`src/design/nme_pkg.sv`:
```
package nme_pkg;

    // apb register byte offsets
    localparam logic [7:0] NME_OFS_CTRL   = 8'h00;
    localparam logic [7:0] NME_OFS_ADDR   = 8'h04;
    localparam logic [7:0] NME_OFS_STATUS = 8'h08;
    localparam logic [7:0] NME_OFS_STRAP  = 8'h0C;

    // external address pins run from bit 1 to bit 20 (half-word address)
    localparam int NME_ADDR_LSB = 1;
    localparam int NME_ADDR_MSB = 20;
    localparam int NME_ADDR_W   = NME_ADDR_MSB - NME_ADDR_LSB + 1;

    // strap positions on the external address pins
    localparam int NME_STRAP_ENDIAN   = 20;
    localparam int NME_STRAP_BOOT_LSB = 18;
    localparam int NME_STRAP_WIDE_LSB = 16;
    localparam int NME_STRAP_NARR_LSB = 14;
    localparam int NME_STRAP_EEPROM_AUTO_INIT_STRAP     = 13;
    localparam int NME_STRAP_CELL     = 11;

    // ctrl register fields
    localparam int NME_CTRL_DIV_LSB   = 0;
    localparam int NME_CTRL_MTYPE_LSB = 2;
    localparam int NME_CTRL_RENSEL    = 4;
    localparam int NME_CTRL_SPACE_LSB = 5;
    localparam int NME_CTRL_WRITE     = 7;
    localparam int NME_CTRL_START     = 8;

    // status register fields
    localparam int NME_STAT_BUSY      = 0;
    localparam int NME_STAT_DONE      = 1;
    localparam int NME_STAT_CLK_RSVD  = 2;

    // strap register fields
    localparam int NME_SR_ENDIAN      = 0;
    localparam int NME_SR_BOOT_LSB    = 1;
    localparam int NME_SR_NARR_LSB    = 3;
    localparam int NME_SR_WIDE_LSB    = 5;
    localparam int NME_SR_EEPROM_AUTO_INIT_STRAP        = 7;
    localparam int NME_SR_CELL        = 8;

    // processor clock derived sources: full periods in pclk cycles
    localparam int         NME_CPU_DIV4  = 4;
    localparam int         NME_CPU_DIV6  = 6;
    localparam logic [1:0] NME_HALF_DIV4 = 2'(NME_CPU_DIV4 / 2 - 1);
    localparam logic [1:0] NME_HALF_DIV6 = 2'(NME_CPU_DIV6 / 2 - 1);

    localparam logic [1:0] NME_SPACE_FIFO = 2'h3;

    typedef enum logic [1:0] {
        NME_CLK_EXT  = 2'h0,
        NME_CLK_DIV4 = 2'h1,
        NME_CLK_DIV6 = 2'h2,
        NME_CLK_RSVD = 2'h3
    } nme_clk_src_type;

    typedef enum logic [1:0] {
        NME_BOOT_NONE = 2'h0,
        NME_BOOT_HOST = 2'h1,
        NME_BOOT_ROM8 = 2'h2,
        NME_BOOT_RSVD = 2'h3
    } nme_boot_type;

    typedef enum logic [1:0] {
        NME_DIV_1 = 2'h0,
        NME_DIV_2 = 2'h1,
        NME_DIV_4 = 2'h2
    } nme_div_type;

    typedef enum logic [1:0] {
        NME_MEM_ASYNC = 2'h0,
        NME_MEM_SDRAM = 2'h1,
        NME_MEM_SYNC  = 2'h2
    } nme_mem_type;

    // gray coded along idle -> setup -> strobe -> hold
    typedef enum logic [1:0] {
        NME_ST_IDLE   = 2'b00,
        NME_ST_SETUP  = 2'b01,
        NME_ST_STROBE = 2'b11,
        NME_ST_HOLD   = 2'b10
    } nme_state_type;

    typedef struct packed {
        logic            little_endian;
        nme_boot_type    boot_mode;
        nme_clk_src_type narrow_clock_strap;
        nme_clk_src_type wide_clock_strap;
        logic            eeprom_auto_init_strap;
        logic            cell_port_enable_strap;
    } nme_strap_type;

    localparam nme_strap_type NME_STRAP_RESET = '{
        little_endian:          1'b1,
        boot_mode:              NME_BOOT_ROM8,
        narrow_clock_strap:     NME_CLK_EXT,
        wide_clock_strap:       NME_CLK_EXT,
        eeprom_auto_init_strap: 1'b0,
        cell_port_enable_strap: 1'b0
    };

    // active low memory strobes
    typedef struct packed {
        logic read_strobe_n;
        logic output_enable_n;
        logic write_strobe_n;
        logic fifo_oe_n;
    } nme_strobe_type;

    localparam nme_strobe_type NME_STROBE_IDLE = '{1'b1, 1'b1, 1'b1, 1'b1};

endpackage

```
`src/design/nme_clk_div.sv`:
```
`timescale 1ns/1ps
`default_nettype none

module nme_clk_div
    import nme_pkg::*;
(
    input  wire logic        pclk,
    input  wire logic        presetn,
    input  wire logic        src_level,
    input  wire logic        src_rise,
    input  wire nme_div_type div_sel,
    output logic             div_clk
);

    typedef struct packed {
        logic [1:0] cnt;
        logic       out;
    } nme_div_state_type;

    nme_div_state_type s_q;
    nme_div_state_type s_d;

    always_comb begin
        s_d = s_q;
        if (src_rise) begin
            s_d.cnt = s_q.cnt + 2'h1;
        end
        case (div_sel)
            NME_DIV_1: begin
                s_d.out = src_level;
            end
            NME_DIV_2: begin
                if (src_rise) begin
                    s_d.out = ~s_q.out;
                end
            end
            NME_DIV_4: begin
                if (src_rise && s_q.cnt[0]) begin
                    s_d.out = ~s_q.out;
                end
            end
            default: begin
                s_d.out = src_level;
            end
        endcase
    end

    always_ff @(posedge pclk or negedge presetn) begin
        if (!presetn) begin
            s_q <= '0;
        end else begin
            s_q <= s_d;
        end
    end

    assign div_clk = s_q.out;

endmodule

`default_nettype wire

```
`src/design/nme_strap_pins.sv`:
```
// Behaviour
// - narrow clock source chosen from reset straps
// - narrow strap: ext, cpu/4, cpu/6, reserved
// - wide strap: ext, cpu/4, cpu/6, reserved
// - divided clock: selected clock /1, /2, /4
// - full-rate clock follows selected clock
// - read strobe pin shared by memory type
// - read_enable_select picks address strobe or read enable
// - output enable pin shared by memory type
// - write strobe pin shared by memory type
// - fifo output enable tied to space three
// - address pins carry half-word address
// - address pins are inputs during reset
// - endian strap: 0 big, 1 little
// - boot strap: none, host, rom8, reserved
// - eeprom strap enables auto-initialisation
// - cell-port strap swaps cell port and serial one
//
// Local design decisions: register access over APB and the address map.
`timescale 1ns/1ps
`default_nettype none

module nme_strap_pins
    import nme_pkg::*;
(
    input  wire logic                  pclk,
    input  wire logic                  presetn,
    input  wire logic                  psel,
    input  wire logic                  penable,
    input  wire logic                  pwrite,
    input  wire logic [7:0]            paddr,
    input  wire logic [31:0]           pwdata,
    output logic [31:0]                prdata,
    output logic                       pready,
    output logic                       pslverr,
    input  wire logic                  ext_input_clock,
    input  wire logic                  async_ready_in,
    input  wire logic [NME_ADDR_W-1:0] external_address_bus_i,
    output logic [NME_ADDR_W-1:0]      external_address_bus_o,
    output logic [NME_ADDR_W-1:0]      external_address_bus_oe,
    output logic                       full_rate_output_clock,
    output logic                       divided_output_clock,
    output nme_strobe_type             strobe_pins,
    output nme_strap_type              straps,
    output logic                       serial_port_one_en,
    output logic                       cell_port_en,
    output logic                       eeprom_auto_init_en,
    output nme_clk_src_type            wide_clock_sel
);

    typedef struct packed {
        logic            captured;
        nme_strap_type   strap;
        logic            ext_s;
        logic [1:0]      cnt4;
        logic [1:0]      cnt6;
        logic            clk4;
        logic            clk6;
        logic            sel_clk;
        nme_div_type     div;
        nme_mem_type     mtype;
        logic            rensel;
        logic [1:0]      space;
        logic            wr;
        logic [19:0]     addr;
        nme_state_type   state;
        logic            done;
        nme_strobe_type  pins;
        logic [31:0]     rdata;
    } nme_state_all_type;

    nme_state_all_type s_q;
    nme_state_all_type s_d;

    logic       cur_clk;
    logic       clk_rise;
    logic       wr_acc;
    logic       mapped;
    logic [7:0] ofs;
    logic [NME_ADDR_MSB:NME_ADDR_LSB] pin_in;

    assign pin_in = external_address_bus_i;
    assign ofs    = paddr;
    assign mapped = (ofs == NME_OFS_CTRL) || (ofs == NME_OFS_ADDR) ||
                    (ofs == NME_OFS_STATUS) || (ofs == NME_OFS_STRAP);
    assign wr_acc = psel && penable && pwrite && mapped;

    // reserved narrow selection falls back to the external clock
    always_comb begin
        case (s_q.strap.narrow_clock_strap)
            NME_CLK_EXT:  cur_clk = s_q.ext_s;
            NME_CLK_DIV4: cur_clk = s_q.clk4;
            NME_CLK_DIV6: cur_clk = s_q.clk6;
            default:      cur_clk = s_q.ext_s;
        endcase
    end
    assign clk_rise = cur_clk && !s_q.sel_clk;

    always_comb begin
        s_d = s_q;

        // straps sampled on the first edge after reset release
        if (!s_q.captured) begin
            s_d.captured = 1'b1;
            s_d.strap.little_endian = pin_in[NME_STRAP_ENDIAN];
            s_d.strap.boot_mode = nme_boot_type'(
                pin_in[NME_STRAP_BOOT_LSB+1:NME_STRAP_BOOT_LSB]);
            s_d.strap.narrow_clock_strap = nme_clk_src_type'(
                pin_in[NME_STRAP_NARR_LSB+1:NME_STRAP_NARR_LSB]);
            s_d.strap.wide_clock_strap = nme_clk_src_type'(
                pin_in[NME_STRAP_WIDE_LSB+1:NME_STRAP_WIDE_LSB]);
            s_d.strap.eeprom_auto_init_strap =
                pin_in[NME_STRAP_EEPROM_AUTO_INIT_STRAP];
            s_d.strap.cell_port_enable_strap =
                pin_in[NME_STRAP_CELL];
        end

        // processor clock derived sources
        s_d.ext_s = ext_input_clock;
        if (s_q.cnt4 == NME_HALF_DIV4) begin
            s_d.cnt4 = 2'h0;
            s_d.clk4 = ~s_q.clk4;
        end else begin
            s_d.cnt4 = s_q.cnt4 + 2'h1;
        end
        if (s_q.cnt6 == NME_HALF_DIV6) begin
            s_d.cnt6 = 2'h0;
            s_d.clk6 = ~s_q.clk6;
        end else begin
            s_d.cnt6 = s_q.cnt6 + 2'h1;
        end
        s_d.sel_clk = cur_clk;

        // register writes
        if (wr_acc && ofs == NME_OFS_CTRL) begin
            s_d.div    = nme_div_type'(
                pwdata[NME_CTRL_DIV_LSB+1:NME_CTRL_DIV_LSB]);
            if (s_q.state == NME_ST_IDLE) begin
                s_d.mtype  = nme_mem_type'(
                    pwdata[NME_CTRL_MTYPE_LSB+1:NME_CTRL_MTYPE_LSB]);
                s_d.rensel = pwdata[NME_CTRL_RENSEL];
                s_d.space  = pwdata[NME_CTRL_SPACE_LSB+1:NME_CTRL_SPACE_LSB];
                s_d.wr     = pwdata[NME_CTRL_WRITE];
            end
        end
        if (wr_acc && ofs == NME_OFS_ADDR && s_q.state == NME_ST_IDLE) begin
            s_d.addr = pwdata[NME_ADDR_W-1:0];
        end
        if (wr_acc && ofs == NME_OFS_STATUS && pwdata[NME_STAT_DONE]) begin
            s_d.done = 1'b0;
        end

        // access sequencer, leaving idle on a start write, then advancing on selected clock rising edges
        case (s_q.state)
            NME_ST_IDLE: begin
                if (wr_acc && ofs == NME_OFS_CTRL &&
                        pwdata[NME_CTRL_START]) begin
                    s_d.state = NME_ST_SETUP;
                end
            end
            NME_ST_SETUP: begin
                if (clk_rise) begin
                    s_d.state = NME_ST_STROBE;
                end
            end
            NME_ST_STROBE: begin
                if (clk_rise && (s_q.mtype != NME_MEM_ASYNC ||
                        async_ready_in)) begin
                    s_d.state = NME_ST_HOLD;
                end
            end
            NME_ST_HOLD: begin
                if (clk_rise) begin
                    s_d.state = NME_ST_IDLE;
                    s_d.done  = 1'b1;
                end
            end
            default: begin
                s_d.state = NME_ST_IDLE;
            end
        endcase

        // pin meaning follows the memory type of the access
        s_d.pins = NME_STROBE_IDLE;
        case (s_d.mtype)
            NME_MEM_ASYNC: begin
                if (s_d.state == NME_ST_STROBE) begin
                    s_d.pins.read_strobe_n   = s_d.wr;
                    s_d.pins.output_enable_n = s_d.wr;
                    s_d.pins.write_strobe_n  = !s_d.wr;
                end
            end
            NME_MEM_SDRAM: begin
                // row strobe on activate, column strobe on the command
                if (s_d.state == NME_ST_SETUP) begin
                    s_d.pins.output_enable_n = 1'b0;
                end
                if (s_d.state == NME_ST_STROBE) begin
                    s_d.pins.read_strobe_n  = 1'b0;
                    s_d.pins.write_strobe_n = !s_d.wr;
                end
            end
            NME_MEM_SYNC: begin
                if (s_d.state == NME_ST_STROBE) begin
                    s_d.pins.read_strobe_n = s_d.rensel ?
                        s_d.wr : 1'b0;
                    s_d.pins.output_enable_n = s_d.wr;
                    s_d.pins.write_strobe_n  = !s_d.wr;
                    s_d.pins.fifo_oe_n = s_d.wr ||
                        (s_d.space != NME_SPACE_FIFO);
                end
            end
            default: begin
                s_d.pins = NME_STROBE_IDLE;
            end
        endcase

        // read data captured in the setup phase
        if (psel && !penable) begin
            s_d.rdata = '0;
            case (ofs)
                NME_OFS_CTRL: begin
                    s_d.rdata[NME_CTRL_DIV_LSB+1:NME_CTRL_DIV_LSB] = s_q.div;
                    s_d.rdata[NME_CTRL_MTYPE_LSB+1:NME_CTRL_MTYPE_LSB] =
                        s_q.mtype;
                    s_d.rdata[NME_CTRL_RENSEL] = s_q.rensel;
                    s_d.rdata[NME_CTRL_SPACE_LSB+1:NME_CTRL_SPACE_LSB] =
                        s_q.space;
                    s_d.rdata[NME_CTRL_WRITE] = s_q.wr;
                end
                NME_OFS_ADDR: begin
                    s_d.rdata[NME_ADDR_W-1:0] = s_q.addr;
                end
                NME_OFS_STATUS: begin
                    s_d.rdata[NME_STAT_BUSY] = (s_q.state != NME_ST_IDLE);
                    s_d.rdata[NME_STAT_DONE] = s_q.done;
                    s_d.rdata[NME_STAT_CLK_RSVD] =
                        (s_q.strap.narrow_clock_strap == NME_CLK_RSVD);
                end
                NME_OFS_STRAP: begin
                    s_d.rdata[NME_SR_ENDIAN] = s_q.strap.little_endian;
                    s_d.rdata[NME_SR_BOOT_LSB+1:NME_SR_BOOT_LSB] =
                        s_q.strap.boot_mode;
                    s_d.rdata[NME_SR_NARR_LSB+1:NME_SR_NARR_LSB] =
                        s_q.strap.narrow_clock_strap;
                    s_d.rdata[NME_SR_WIDE_LSB+1:NME_SR_WIDE_LSB] =
                        s_q.strap.wide_clock_strap;
                    s_d.rdata[NME_SR_EEPROM_AUTO_INIT_STRAP] =
                        s_q.strap.eeprom_auto_init_strap;
                    s_d.rdata[NME_SR_CELL] =
                        s_q.strap.cell_port_enable_strap;
                end
                default: begin
                    s_d.rdata = '0;
                end
            endcase
        end
    end

    always_ff @(posedge pclk or negedge presetn) begin
        if (!presetn) begin
            s_q          <= '0;
            s_q.strap    <= NME_STRAP_RESET;
            s_q.pins     <= NME_STROBE_IDLE;
        end else begin
            s_q <= s_d;
        end
    end

    nme_clk_div u_div (
        .pclk      (pclk),
        .presetn   (presetn),
        .src_level (cur_clk),
        .src_rise  (clk_rise),
        .div_sel   (s_q.div),
        .div_clk   (divided_output_clock)
    );

    assign prdata  = s_q.rdata;
    assign pready  = 1'b1;
    assign pslverr = psel && penable && !mapped;

    // pins stay inputs until the straps have been taken
    assign external_address_bus_o  = s_q.addr;
    assign external_address_bus_oe = {NME_ADDR_W{s_q.captured}};

    assign full_rate_output_clock = s_q.sel_clk;
    assign strobe_pins            = s_q.pins;
    assign straps                 = s_q.strap;
    assign cell_port_en           = s_q.strap.cell_port_enable_strap;
    assign serial_port_one_en     = !s_q.strap.cell_port_enable_strap;
    assign eeprom_auto_init_en    = s_q.strap.eeprom_auto_init_strap;
    assign wide_clock_sel         = s_q.strap.wide_clock_strap;

endmodule

`default_nettype wire

```
`config.mk`:
```
export PLATFORM = sky130hd
export DESIGN_NAME = nme_strap_pins
export DESIGN_NICKNAME = d
export VERILOG_FILES = /design/src/design/nme_pkg.sv /design/src/design/nme_clk_div.sv /design/src/design/nme_strap_pins.sv
export SDC_FILE = /design/constraint.sdc
export NUM_CORES = 1
export LEC_CHECK = 0
export BUFFER_PORTS_ARGS = -buffer_cell sky130_fd_sc_hd__buf_4
export CORE_UTILIZATION = 44
export CTS_CLUSTER_DIAMETER = 60
export CTS_CLUSTER_SIZE = 14
export DETAILED_ROUTE_END_ITERATION = 10
export PLACE_DENSITY = 0.77
export SYNTH_ARGS = -nofsm -noshare
export SYNTH_HDL_FRONTEND = slang
export SYNTH_SLANG_ARGS = --single-unit
```
`constraint.sdc`:
```
create_clock -name pclk -period 1.7 [get_ports pclk]
set_input_delay 0.34 -clock pclk [delete_from_list [all_inputs] [get_ports pclk]]
set_output_delay 0.34 -clock pclk [all_outputs]
set_load 0.005 [all_outputs]
```
## Word-level counts from Yosys, hierarchy flattened

Index checks and enable logic that the tools add are counted.

| operators by class | value |
|---|---|
| eq/ne operators | 20 |
| muxes and demuxes | 27 |
| reductions and logical operators | 30 |
| bitwise logic cells | 3 |
| $add $sub $neg | 3 |

Operator list:

| kind | count |
|---|---|
| $eq 2x2->1 const B | 8 |
| $eq 8x4->1 const B | 2 |
| $pmux 5 s3 | 1 |
| $logic_and 1x1->1 | 14 |
| $eq 2x1->1 const B | 6 |
| $mux 6 | 2 |
| $pmux 3 s4 | 1 |
| $mux 11 | 1 |
| $mux 2 | 5 |
| $mux 1 | 9 |
| $pmux 3 s3 | 1 |
| $eq 8x3->1 const B | 1 |
| $logic_not 8->1 | 1 |
| $pmux 2 s4 | 1 |
| $add 2x1->2 const B | 3 |
| $mux 3 | 2 |
| $pmux 1 s2 | 3 |
| $logic_not 1->1 | 5 |
| $logic_or 1x1->1 | 5 |
| $logic_not 2->1 | 2 |
| $mux 4 | 1 |
| $ne 2x2->1 const B | 2 |
| $reduce_bool 2->1 | 2 |
| $not 1->1 | 3 |
| other kinds (2) | 2 |

| storage, ports and cells | value |
|---|---|
| input port bits | 67 |
| register bits | 76 |
| word-level logic and storage cells | 111 |
| output and inout port bits | 94 |

## Depth between registers and ports, before layout

| logic depth | value |
|---|---|
| depth after elaboration | 13 |
| mapped depth | 7 |
| depth with buffers taken out | 7 |

## Cells and area by module

From an unflattened synthesis, not the netlist that was laid out.

| unflattened totals | value |
|---|---|
| cell total of the unflattened synthesis | 320 |
| area total of the unflattened synthesis | 3,897.5 µm² |

By module, submodules not included:

| module | instances | cells an instance | area each (µm²) |
|---|---|---|---|
| nme_strap_pins | 1 | 307 | 3,754.9 |
| nme_clk_div | 1 | 13 | 142.6 |

## Worst setup path before layout

Ideal clock, no wire load.

| timing path | value |
|---|---|
| path type | reg-to-reg |
| start | register s_q, in the netlist straps[4] |
| end | register s_q, in the netlist strobe_pins[2] |
| slack | -0.188 ns |
| required time | 1.602 ns |
| setup time | 0.098 ns |
| data arrival time | 1.790 ns |
| stages on the path, launching flop included | 7 |
| clock period less this slack | 1.888 ns |
| cells stage by stage | dfrtp_1 -> inv_1 -> ha_1 -> nor2b_1 -> nor3_2 -> mux2_2 -> o311ai_1 |

RTL lines:

| what | line | source |
|---|---|---|
| start, declared | nme_strap_pins.sv:72 | `nme_state_all_type s_q;` |

==> flow_summary.ini <==
[power]
p_per_area_nw_per_um2 = 798
internal-power_uw = 3060
switching_share = 0.239
ir_drop_v = 0.000693
power.leakage_uw = 0.00250
p_sw_uw = 962
pwr-share-comb = 0.149
pwr-share-seq = 0.476
clock_power_share = 0.375

[worst_hold_path]
min_from = ext_input_clock
hp-class = primary input to flop

[synthesis]
syn_area_per_cell_sq_um = 11.8
ys_ff_latch = 75
synth_area_sq_um = 3990
ys_seq_area_frac = 0.472
yosysUniqueCellTypes = 47
async_flop_share = 1.00
ys_warn_count = 0
yosysTopAreaCellShare = 0.432
synth_edf_count = 0
syn_inst = 337
yosys-top-cells-area = dfrtp_1 43%, buf_4 17%, mux2_4 8.3%
synth_flop_cell = dfrtp_1
yosysTopAreaCell = dfrtp_1

[routing]
viasPerCell = 4.91
drt_wl_total_mm = 8.60
drt_pass1_iterations = 4
final_antenna_net_count = 0
wl_per_cell_um = 16.0
num_vias = 2637
drt-initial-drc-count = 124
drc = 0

[critical_path]
cp-start-kind = flop
critPathRequiredTime_ns = 1.98
critPathLaunch = straps[4]
cp-end-kind = flop
path_max_fanout = 4
path_class = flop to flop
r2r_start = straps[4]
r2r_slack_ns = -0.08
arrival_ns = 2.06

[cells_and_area]
drive_gt1_frac = 0.576
diodes = 0
fillers = 747
final_area_sq_um = 5040
seq_area_sq_um = 1890
post_layout_nonfiller_instances = 537
multi_input_area_sq_um = 1520
nets = 496
area_growth_pct = 26.4

[clocking]
cts_buffer_depth = 2
cts_root_buffer = clkbuf_8
cts.sinks = 75
htreeDepth = 3
cts_buffers = 9
cts_tree = built
clock_latency_ns = 0.34
path_clk_slew_ns = 0.08

[placed_design]
place_inst = 511
dp_hpwl_mm = 6.40
place_area_sq_um = 4640
globalplace.congestion = 0.830
io_buffers = 124

[run_status]
status = finished with violations
violations = setup timing

[floorplanning]
start_util = 0.456
fp.dieH_um = 97.3
die_width_um = 97.3
ioPinCount = 161
core_area_sq_um = 8760
die_area_sq_um = 9460
floorplan.rows = 34

[grt]
grt.overflow.total = 0
grt.total_usage = 0.186
grt_first_pass_wirelength_mm = 13.8
antenna_found_initial = 0
grt_start_max_net_pins = 33
grt_pass1_vias = 2672

[timing]
max_freq_mhz = 561
fin_skew_ns = 0.00805
hold-worst-slack_ns = 0.0971
maxSlewViolCount = 0
fin_crit_sh = 1.05
min_period_ns = 1.78
timing.final.ws_setup_ns = -0.0835
rsz0062_at_grt = yes
finalHoldViolCount = 0
setup_violations = 15

[job]
max-cap-violations = 0
layer usage:
metal  global-route usage  wire [um]  vias to the layer above
met3               0.0547        536                        6
met4               0.0441         85                        0
met5                    0          0                        -
li1                     -          -                     1236
met1                0.246       3820                     1286
met2                0.302       4160                      109
cells in the mapped netlist, types with 2 or more instances:
library cell and count:
buf_4 88, dfrtp_1 69, mux2_4 22, nand2_1 22
mux2_2 16, a22o_1 14, nor2_1 11, inv_1 9
o21ai_0 8, dfstp_2 6, a22oi_1 5, ha_1 5
nand3_1 5, buf_6 3, clkbuf_1 3, mux4_2 3
nand2b_1 3, nand4_1 3, nor2b_1 3, nor3_1 3
xnor2_1 3, a21oi_1 2, buf_2 2, conb_1 2
nand3b_1 2, nor3b_1 2, o21ai_1 2, or2_2 2
metrics by stage:
stage / setup TNS [ns] / setup slack (ns) / total power, uW / utilization
2_1_floorplan: -0.0356 / -0.0289 / 2270 / -
3_3_place_gp: -7.33 / -0.265 / 2500 / 0.529
3_5_place_dp: -10.16 / -0.344 / 2520 / 0.529
4_1_cts: -0.524 / -0.119 / 4070 / 0.565
5_1_grt: -1.60 / -0.187 / 4210 / 0.576
6_report: -0.314 / -0.0835 / 4020 / 0.576
timing repair:
item | in CTS | in global routing
setup endpoints to repair | 6 | 29
hold buffers | 1 | 0
buffers inserted | 4 | 4
resized for setup | 12 | 16
cloned | 0 | 1
pin swaps | 7 | 1
endpoints found under the hold margin | 23 | 0
worst max-delay path, stage by stage, from the launching register on:
cell and delay (ns):
dfrtp_2 0.44, ha_2 0.21, a221oi_4 0.36, nor3_4 0.10, mux2_4 0.36, a21boi_2 0.17
nand4_1 0.09
flip-flops by register name (all words and copies together) (netlist names):
register                 count
cell_port_en                 1
eeprom_auto_init_en          1
external_address_bus_o      20
external_address_bus_oe      1
full_rate_output_clock       1
prdata                      20
s_q                         18
straps                       5
strobe_pins                  4
u_div.div_clk                1
u_div.s_q                    1
wide_clock_sel               2
cell families after synthesis:
family | count (synthesis) | synth area share
buf+inv | 106 | 0.189
xor+xnor | 3 | 0.00658
flops | 75 | 0.472
simple gates | 66 | 0.0946
fa+ha+maj | 5 | 0.0157
other cells | 2 | 0.00188
compound gates | 39 | 0.0758
mux | 41 | 0.145
final cells by class:
class | instances | area share
clock inverters | 6 | 0.0176
multi-input cells | 168 | 0.300
flip-flops and latches | 75 | 0.374
clock buffers | 10 | 0.0273
well taps | 108 | 0.0268
repair buffers | 161 | 0.247
inverters | 9 | 0.00719
layout by cell type (no fill, tap or decap), types with 3 or more instances in the layout:
master | netlist | layout
dfrtp_1 | 69 | 67
a22oi_1 | 5 | 5
buf_6 | 3 | 7
dfstp_2 | 6 | 6
mux4_2 | 3 | 3
mux2_4 | 22 | 23
conb_1 | 2 | 14
nor2_1 | 11 | 11
nand2b_1 | 3 | 3
nand4_1 | 3 | 3
clkbuf_8 | 0 | 10
inv_1 | 9 | 6
nand3_1 | 5 | 5
a22o_1 | 14 | 14
nor3_1 | 3 | 3
nand2_1 | 22 | 22
xnor2_1 | 3 | 3
ha_1 | 5 | 3
o21ai_0 | 8 | 8
mux2_2 | 16 | 15
buf_4 | 88 | 152
path summary, 6_finish.rpt:
path	end	cells after the start
hold / removal	s_q[74]	1
setup / recovery	strobe_pins[0]	6
min in group asynchronous	prdata[19]	2
hold reg to reg	s_q[70]	1
setup reg to reg	strobe_pins[0]	6
max in group asynchronous	straps[8]	3
power groups by stage:
stage          logic (uW)  clock network (uW)  registers [uW]
2_1_floorplan         332                   0            1940
3_3_place_gp          558                   0            1940
3_5_place_dp          572                   0            1950
4_1_cts               596                1560            1910
5_1_grt               655                1640            1920
6_report              599                1510            1910
Power figures use the tool's default switching activity.
